[src/crs_pkg.sv]
// Package for the CPU register and stack block.
// Assumes a single 40 MHz clock and an APB register slave.
package crs_pkg;
  localparam logic [15:0] SP_UPPER = 16'h00FF;
  localparam logic [15:0] SP_LOWER = 16'h00C0;
  localparam logic [9:0] SP_FIXED_HI = 10'h003;
  localparam logic [5:0] SP_RESET_LOW = 6'h3F;
  localparam int PC_LIVE_BITS = 14;
  localparam logic [15:0] PC_RESET = 16'h0000;
  localparam logic [7:0] REG_RESET = 8'h00;
  localparam logic [2:0] CALL_BYTES = 3'h2;
  localparam logic [2:0] IRQ_BYTES = 3'h5;
  // APB byte offsets
  localparam logic [7:0] OFS_ACC = 8'h00;
  localparam logic [7:0] OFS_IDX1 = 8'h04;
  localparam logic [7:0] OFS_IDX2 = 8'h08;
  localparam logic [7:0] OFS_PC = 8'h0C;
  localparam logic [7:0] OFS_SP = 8'h10;
  localparam logic [7:0] OFS_CTRL = 8'h14;
  localparam logic [7:0] OFS_STAT = 8'h18;
  localparam logic [7:0] OFS_IRQ = 8'h1C;
  // Control register bit positions
  localparam int CTRL_PUSH = 0;
  localparam int CTRL_POP = 1;
  localparam int CTRL_RSP = 2;
  localparam int CTRL_CALL = 3;
  localparam int CTRL_IRQ = 4;
  localparam int CTRL_IRET = 5;
  localparam int CTRL_PREFIX = 6;
  localparam int CTRL_MASK = 7;
  localparam int NUM_SRC = 4;
  typedef enum logic [1:0] {OP_NONE, OP_PUSH, OP_POP} crs_op_type;
endpackage : crs_pkg

[src/crs_irq_latch.sv]
// Pending interrupt latches, one per enable flag.
// Assumes requests are synchronous to clk_sys.
module crs_irq_latch (
  input wire logic clk_sys,
  input wire logic rst,
  input wire logic [3:0] req,
  input wire logic [3:0] enable,
  input wire logic [3:0] taken,
  output logic [3:0] pending
);
  logic [3:0] pend_r;
  logic [3:0] pend_nxt;

  always_comb begin
    pend_nxt = pend_r;
    for (int i = 0; i < crs_pkg::NUM_SRC; i++) begin
      if (taken[i]) begin
        pend_nxt[i] = 1'b0;
      end
      if (req[i] && enable[i]) begin
        pend_nxt[i] = 1'b1;
      end
    end
  end

  always_ff @(posedge clk_sys or posedge rst) begin
    if (rst) begin
      pend_r <= 4'h0;
    end else begin
      pend_r <= pend_nxt;
    end
  end

  assign pending = pend_r;
endmodule // crs_irq_latch

[src/crs_regs.sv]
// CPU register file and stack control with an APB register port.
// Assumes the sequencer issues one operation at a time via control.
//
// Decided for this implementation: register access over APB and the placing of the registers.
module crs_regs (
  input wire logic clk_sys,
  input wire logic rst,
  input wire logic psel,
  input wire logic penable,
  input wire logic pwrite,
  input wire logic [7:0] paddr,
  input wire logic [31:0] pwdata,
  output logic [31:0] prdata,
  output logic pready,
  output logic pslverr,
  input wire logic [3:0] irq_req,
  output logic stack_we,
  output logic [15:0] stack_addr,
  output logic [7:0] stack_wdata,
  input wire logic [7:0] stack_rdata,
  output logic [7:0] index_operand,
  output logic busy,
  output logic irq_pending
);
  typedef enum logic [2:0] {
    ST_IDLE, ST_PUSH, ST_POP
  } crs_state_type;

  crs_state_type state_r, state_nxt;
  logic [7:0] acc_r, acc_nxt;
  logic [7:0] idx1_r, idx1_nxt;
  logic [7:0] idx2_r, idx2_nxt;
  logic [13:0] pc_r, pc_nxt;
  logic [7:0] cc_r, cc_nxt;
  logic [2:0] cnt_r, cnt_nxt;
  logic [2:0] total_r, total_nxt;
  logic prefix_r, prefix_nxt;
  logic mask_r, mask_nxt;
  logic [3:0] ien_r, ien_nxt;
  logic [31:0] prdata_r, prdata_nxt;
  logic pslverr_r, pslverr_nxt;
  logic reinit;
  logic [3:0] taken;
  logic [3:0] pending;
  logic [15:0] sp;
  logic [15:0] pc_full;
  crs_pkg::crs_op_type sp_op;
  logic wr_en;
  logic setup;
  logic [31:0] rd_word;
  logic [7:0] push_byte;

  assign pc_full = {2'b00, pc_r};
  assign wr_en = psel && penable && pwrite;
  assign setup = psel && !penable;
  assign pready = 1'b1;
  assign prdata = prdata_r;
  assign pslverr = pslverr_r;

  crs_stack_ptr u_sp (
    .clk_sys(clk_sys),
    .rst(rst),
    .reinit(reinit),
    .op(sp_op),
    .sp(sp)
  );

  crs_irq_latch u_irq (
    .clk_sys(clk_sys),
    .rst(rst),
    .req(irq_req),
    .enable(ien_r),
    .taken(taken),
    .pending(pending)
  );

  // Context order: pc low, pc high, idx1, acc, cc
  always_comb begin
    unique case (cnt_r)
      3'h0: push_byte = pc_full[7:0];
      3'h1: push_byte = pc_full[15:8];
      3'h2: push_byte = idx1_r;
      3'h3: push_byte = acc_r;
      default: push_byte = cc_r;
    endcase
  end

  always_comb begin
    state_nxt = state_r;
    acc_nxt = acc_r;
    idx1_nxt = idx1_r;
    idx2_nxt = idx2_r;
    pc_nxt = pc_r;
    cc_nxt = cc_r;
    cnt_nxt = cnt_r;
    total_nxt = total_r;
    prefix_nxt = prefix_r;
    mask_nxt = mask_r;
    ien_nxt = ien_r;
    rd_word = 32'h0000_0000;
    pslverr_nxt = 1'b0;
    prdata_nxt = prdata_r;
    reinit = 1'b0;
    sp_op = crs_pkg::OP_NONE;
    taken = 4'h0;
    stack_we = 1'b0;
    stack_wdata = push_byte;
    unique case (state_r)
      ST_IDLE: begin
        if (wr_en) begin
          unique case (paddr)
            crs_pkg::OFS_ACC: acc_nxt = pwdata[7:0];
            crs_pkg::OFS_IDX1: idx1_nxt = pwdata[7:0];
            crs_pkg::OFS_IDX2: idx2_nxt = pwdata[7:0];
            crs_pkg::OFS_PC: pc_nxt = pwdata[13:0];
            crs_pkg::OFS_IRQ: ien_nxt = pwdata[3:0];
            crs_pkg::OFS_CTRL: begin
              prefix_nxt = pwdata[crs_pkg::CTRL_PREFIX];
              mask_nxt = pwdata[crs_pkg::CTRL_MASK];
              if (pwdata[crs_pkg::CTRL_RSP]) begin
                reinit = 1'b1;
              end else if (pwdata[crs_pkg::CTRL_PUSH]) begin
                stack_we = 1'b1;
                stack_wdata = acc_r;
                sp_op = crs_pkg::OP_PUSH;
              end else if (pwdata[crs_pkg::CTRL_POP]) begin
                state_nxt = ST_POP;
                cnt_nxt = 3'h0;
                total_nxt = 3'h1;
              end else if (pwdata[crs_pkg::CTRL_CALL]) begin
                state_nxt = ST_PUSH;
                cnt_nxt = 3'h0;
                total_nxt = crs_pkg::CALL_BYTES;
              end else if (pwdata[crs_pkg::CTRL_IRQ]) begin
                state_nxt = ST_PUSH;
                cnt_nxt = 3'h0;
                total_nxt = crs_pkg::IRQ_BYTES;
                mask_nxt = 1'b1;
              end else if (pwdata[crs_pkg::CTRL_IRET]) begin
                state_nxt = ST_POP;
                cnt_nxt = crs_pkg::IRQ_BYTES;
                total_nxt = crs_pkg::IRQ_BYTES;
              end
            end
            default: begin
            end
          endcase
        end else if (!mask_r && pending != 4'h0) begin
          // Pending request taken: lowest index first
          for (int i = crs_pkg::NUM_SRC - 1; i >= 0; i--) begin
            if (pending[i]) begin
              taken = 4'h0;
              taken[i] = 1'b1;
            end
          end
          state_nxt = ST_PUSH;
          cnt_nxt = 3'h0;
          total_nxt = crs_pkg::IRQ_BYTES;
          mask_nxt = 1'b1;
        end
      end
      ST_PUSH: begin
        stack_we = 1'b1;
        sp_op = crs_pkg::OP_PUSH;
        cnt_nxt = cnt_r + 3'h1;
        if (cnt_r + 3'h1 == total_r) begin
          state_nxt = ST_IDLE;
        end
      end
      ST_POP: begin
        // Pre-increment then read; data is captured in the same cycle
        sp_op = crs_pkg::OP_POP;
        state_nxt = ST_IDLE;
        if (total_r == 3'h1) begin
          acc_nxt = stack_rdata;
        end else begin
          cnt_nxt = cnt_r - 3'h1;
          unique case (cnt_r)
            3'h5: cc_nxt = stack_rdata;
            3'h4: acc_nxt = stack_rdata;
            3'h3: idx1_nxt = stack_rdata;
            3'h2: pc_nxt[13:8] = stack_rdata[5:0];
            default: pc_nxt[7:0] = stack_rdata;
          endcase
          if (cnt_r != 3'h1) begin
            state_nxt = ST_POP;
          end else begin
            mask_nxt = 1'b0;
          end
        end
      end
      default: state_nxt = ST_IDLE;
    endcase
    // Decoded at setup so data and error stand at the access edge
    unique case (paddr)
      crs_pkg::OFS_ACC: rd_word = {24'h0, acc_r};
      crs_pkg::OFS_IDX1: rd_word = {24'h0, idx1_r};
      crs_pkg::OFS_IDX2: rd_word = {24'h0, idx2_r};
      crs_pkg::OFS_PC: rd_word = {16'h0, pc_full};
      crs_pkg::OFS_SP: rd_word = {16'h0, sp};
      crs_pkg::OFS_CTRL: rd_word = {24'h0, mask_r, prefix_r, 6'h00};
      crs_pkg::OFS_STAT: rd_word = {24'h0, pending, 1'b0, busy, 2'b00};
      crs_pkg::OFS_IRQ: rd_word = {28'h0, ien_r};
      default: pslverr_nxt = setup;
    endcase
    if (setup && !pwrite) begin
      prdata_nxt = rd_word;
    end
  end

  // Pop address is the slot above the current free location
  assign stack_addr = (state_r == ST_POP) ?
    {crs_pkg::SP_FIXED_HI, sp[5:0] + 6'h01} : sp;
  assign busy = (state_r != ST_IDLE);
  assign irq_pending = |pending;
  assign index_operand = prefix_r ? idx2_r : idx1_r;

  always_ff @(posedge clk_sys or posedge rst) begin
    if (rst) begin
      state_r <= ST_IDLE;
      acc_r <= crs_pkg::REG_RESET;
      idx1_r <= crs_pkg::REG_RESET;
      idx2_r <= crs_pkg::REG_RESET;
      pc_r <= crs_pkg::PC_RESET[13:0];
      cc_r <= crs_pkg::REG_RESET;
      cnt_r <= 3'h0;
      total_r <= 3'h0;
      prefix_r <= 1'b0;
      mask_r <= 1'b1;
      ien_r <= 4'h0;
      prdata_r <= 32'h0000_0000;
      pslverr_r <= 1'b0;
    end else begin
      state_r <= state_nxt;
      acc_r <= acc_nxt;
      idx1_r <= idx1_nxt;
      idx2_r <= idx2_nxt;
      pc_r <= pc_nxt;
      cc_r <= cc_nxt;
      cnt_r <= cnt_nxt;
      total_r <= total_nxt;
      prefix_r <= prefix_nxt;
      mask_r <= mask_nxt;
      ien_r <= ien_nxt;
      prdata_r <= prdata_nxt;
      pslverr_r <= pslverr_nxt;
    end
  end
endmodule // crs_regs

[src/crs_stack_ptr.sv]
// Stack pointer with six live bits.
// Assumes one push or pop request per cycle at most.
module crs_stack_ptr (
  input wire logic clk_sys,
  input wire logic rst,
  input wire logic reinit,
  input wire crs_pkg::crs_op_type op,
  output logic [15:0] sp
);
  logic [5:0] low_r;
  logic [5:0] low_nxt;

  always_comb begin
    low_nxt = low_r;
    if (reinit) begin
      low_nxt = crs_pkg::SP_RESET_LOW;
    end else if (op == crs_pkg::OP_PUSH) begin
      low_nxt = low_r - 6'h01;
    end else if (op == crs_pkg::OP_POP) begin
      low_nxt = low_r + 6'h01;
    end
  end

  always_ff @(posedge clk_sys or posedge rst) begin
    if (rst) begin
      low_r <= crs_pkg::SP_RESET_LOW;
    end else begin
      low_r <= low_nxt;
    end
  end

  assign sp = {crs_pkg::SP_FIXED_HI, low_r};
endmodule // crs_stack_ptr

[config.mk]
export PLATFORM = sky130hd
export DESIGN_NAME = crs_regs
export DESIGN_NICKNAME = d
export VERILOG_FILES = /design/src/crs_pkg.sv /design/src/crs_irq_latch.sv /design/src/crs_regs.sv /design/src/crs_stack_ptr.sv
export SDC_FILE = /design/constraint.sdc
export NUM_CORES = 1
export LEC_CHECK = 0
export ABC_CLOCK_PERIOD_IN_PS = 9600
export BUFFER_PORTS_ARGS = -buffer_cell sky130_fd_sc_hd__buf_2
export CORE_MARGIN = 4
export CORE_UTILIZATION = 50
export DETAILED_ROUTE_END_ITERATION = 8
export PLACE_DENSITY = 0.79
export SLEW_MARGIN = 20
export SYNTH_ARGS = -nofsm -noshare
export SYNTH_HDL_FRONTEND = slang
export SYNTH_SLANG_ARGS = --single-unit
[constraint.sdc]
create_clock -name clk_sys -period 9.6 [get_ports clk_sys]
set_clock_uncertainty 0.2 [all_clocks]
set_input_delay 1.92 -clock clk_sys [delete_from_list [all_inputs] [get_ports clk_sys]]
set_output_delay 1.92 -clock clk_sys [all_outputs]
set_load 0.01 [all_outputs]
==> flow_metrics.tcl <==
set metrics [dict create \
    ctsHoldBuffers 0 \
    period_minus_slack_ns 6.91 \
    synth_cell_types 65 \
    slew_headroom_pct 34.5 \
    hp-start "prdata[4]" \
    cts_tree "done" \
    coreArea_sq_um 10200 \
    peakVddDrop_v 0.000164 \
    r2r_cells 7 \
    setup_tns_ns 0 \
    grt_pass1_wl_mm 21.9 \
    boundaryPins 126 \
    end_kind "primary output" \
    drt_first_pass_iters 5 \
    endpoint "stack_wdata[7]" \
    clk_path_buf_depth 2 \
    num_rows 37 \
    hpwl_mm 9.88 \
    post_drt_wl_per_cell_um 19.1 \
    insertion_delay_ns 0.36 \
    mostFrequentLayoutCells "dfrtp_1 (78), buf_2 (78), mux2_2 (60)" \
    ys.flop_type "dfrtp_1" \
    gp_congestion 0.872 \
    diodes 0 \
    ant_nets 0 \
    final-seq-area_sq_um 2140 \
    timing.final.max_slew_violations 0 \
    drc 0 \
    power_density_nw_per_um2 301 \
    cts_root_buf "clkbuf_8" \
    pre_cts_slack_ns 2.77 \
    crit_start "paddr[5]" \
    grt_overflow_total 0 \
    cts_buffers 9 \
    drt-total-wl_mm 13.8 \
    yosysTopAreaCellShare_pct 37.5 \
    clock_sinks 85 \
    via_per_inst 6.00 \
    die_h_um 110 \
    netlist_instances 522 \
    rr_startpoint "state_r[0]" \
    portBuffers 78 \
    worstSetupStartpointType "input pin" \
    crit_type "in2out" \
    initial_core_util_pct 50.9 \
    tightestPinTransition_ns 0.982 \
    synth_warnings 0 \
    drt_iter0_drc 410 \
    fin_crit_sh_pct 72.0 \
    cp_max_fo 12 \
    htree_levels 3 \
    fin_cells 726 \
    setup_viol 0 \
    outcome "completed" \
    finalHoldViolCount 0 \
    area_growth_pct 10.9 \
    die-area_sq_um 12100 \
    path_clk_slew_ns 0.09 \
    fillers 904 \
    p_leak_uw 0.00271 \
    die_w_um 110 \
    synth-seq-area-share_pct 41.0 \
    max_cap_viol_count 0 \
    fmax_ghz 0.145 \
    grt.total_usage_pct 23.5 \
    rsz0062_at_grt "false" \
    min_path_type "reg2reg" \
    drive_above_1_share_pct 30.7 \
    setup_slack_ns 2.69 \
    synthTopCellsByArea "dfrtp_1 (37%), mux2_2 (13%), buf_4 (4.3%), o21ai_0 (3.9%), dfstp_2 (3.5%)" \
    r2r-end "u_sp.low_r[5]" \
    grt_max_degree 86 \
    reg2reg_setup_slack_ns 6.79 \
    hold_ws_ns 0.279 \
    yosys.area.top_type "dfrtp_1" \
    multi_input_comb_area_sq_um 2750 \
    dp.cells 710 \
    async_reset_ff_share_pct 100 \
    synth-edff-count 0 \
    post_cts.repair.setup_buffers 0 \
    vias 4353 \
    antenna_found_initial 0 \
    fin_nets 654 \
    ys_ff_latch 85 \
    grt_pass1_vias 4280 \
    crit_required_ns 7.48 \
    syn_avg_cell_area_sq_um 9.98 \
    crit_arrival_ns 4.79 \
    netlist_area_sq_um 5210 \
    ctsResizeCount 0 \
]
cell families (layout without fill, tap and decap cells):
family,after synthesis,count (layout),share of synthesized area (%)
AOI/OAI and AO/OA,122,122,15.8
other,2,29,0.144
adders and majority gates,12,12,2.88
buffers and inverters,81,122,8.19
xor gates and xnor gates,11,11,1.85
and+or+nand+nor,134,134,13.1
DFF,85,85,41.0
muxes,75,75,17.1
metrics by stage:
step / area (sq um) / util [%] / power (uW)
global placement: 5560 / 54.4 / 1430
floorplan: 5310 / - / 1200
finish: 5780 / 56.5 / 1740
CTS: 5770 / 56.4 / 1740
detailed placement: 5560 / 54.4 / 1460
global route: 5780 / 56.5 / 1860
sequential cells by signal, indices dropped and copies added (netlist names), 2 cells and up:
signal	flops
acc_r	8
cc_r	8
cnt_r	3
idx1_r	8
idx2_r	8
ien_r	4
pc_r	14
prdata	14
state_r	2
total_r	3
u_irq.pending	4
u_sp.low_r	6
critical path, stage by stage:
cell and delay [ns]:
buf_2 0.11, or4b_1 0.75, or3_1 0.57, nor4_4 0.59, or2_1 0.45, o2bb2ai_1 0.21
buf_2 0.18
cell usage after synthesis (5+ instances only):
master     count
a22o_1         7
xor2_1         5
nor2_1        30
xnor2_1        6
clkbuf_1      19
nand2_1       45
a21oi_1       24
inv_1         25
buf_4         30
nor3_1        10
dfrtp_1       78
o2bb2ai_1      9
o21ai_0       41
ha_1          12
dfstp_2        7
a22oi_1        7
nand2b_1       6
nand3_1        8
mux2_2        60
mux2i_1       10
a222oi_1       6
worst min-delay path by stage:
stage,endpoint,cells past startpoint,slack [ns]
final,prdata[4],2,0.28
after global routing,prdata[7],2,0.31
after CTS,prdata[6],2,0.29
after detailed placement,prdata[6],2,0.26
after global placement,prdata[6],2,0.26
after floorplan,u_irq.pending[1],2,0.25
area by class of cell:
class	count	area share, %
tap	136	2.95
sequential	85	37.0
clock buffer	9	2.14
inverter	25	1.65
clock inverter	7	1.47
timing repair buffer	81	7.21
multi-input combinational	383	47.6
power by group:
part / switching (uW) / internal [uW] / leakage, uW
clock: 144 / 126 / 0.000107
combinational: 468 / 394 / 0.00152
sequential: 123 / 485 / 0.00108
layer usage:
metal	global-route usage (%)	share of wire, %	wire length, um	vias to the layer above
met2	37.0	46	6330	241
li1	-	-	-	1959
met5	0	0	0	-
met4	7.48	2.6	360	0
met1	32.7	42	5790	2109
met3	4.66	9.8	1350	44
(Power assumes the default switching activity.)
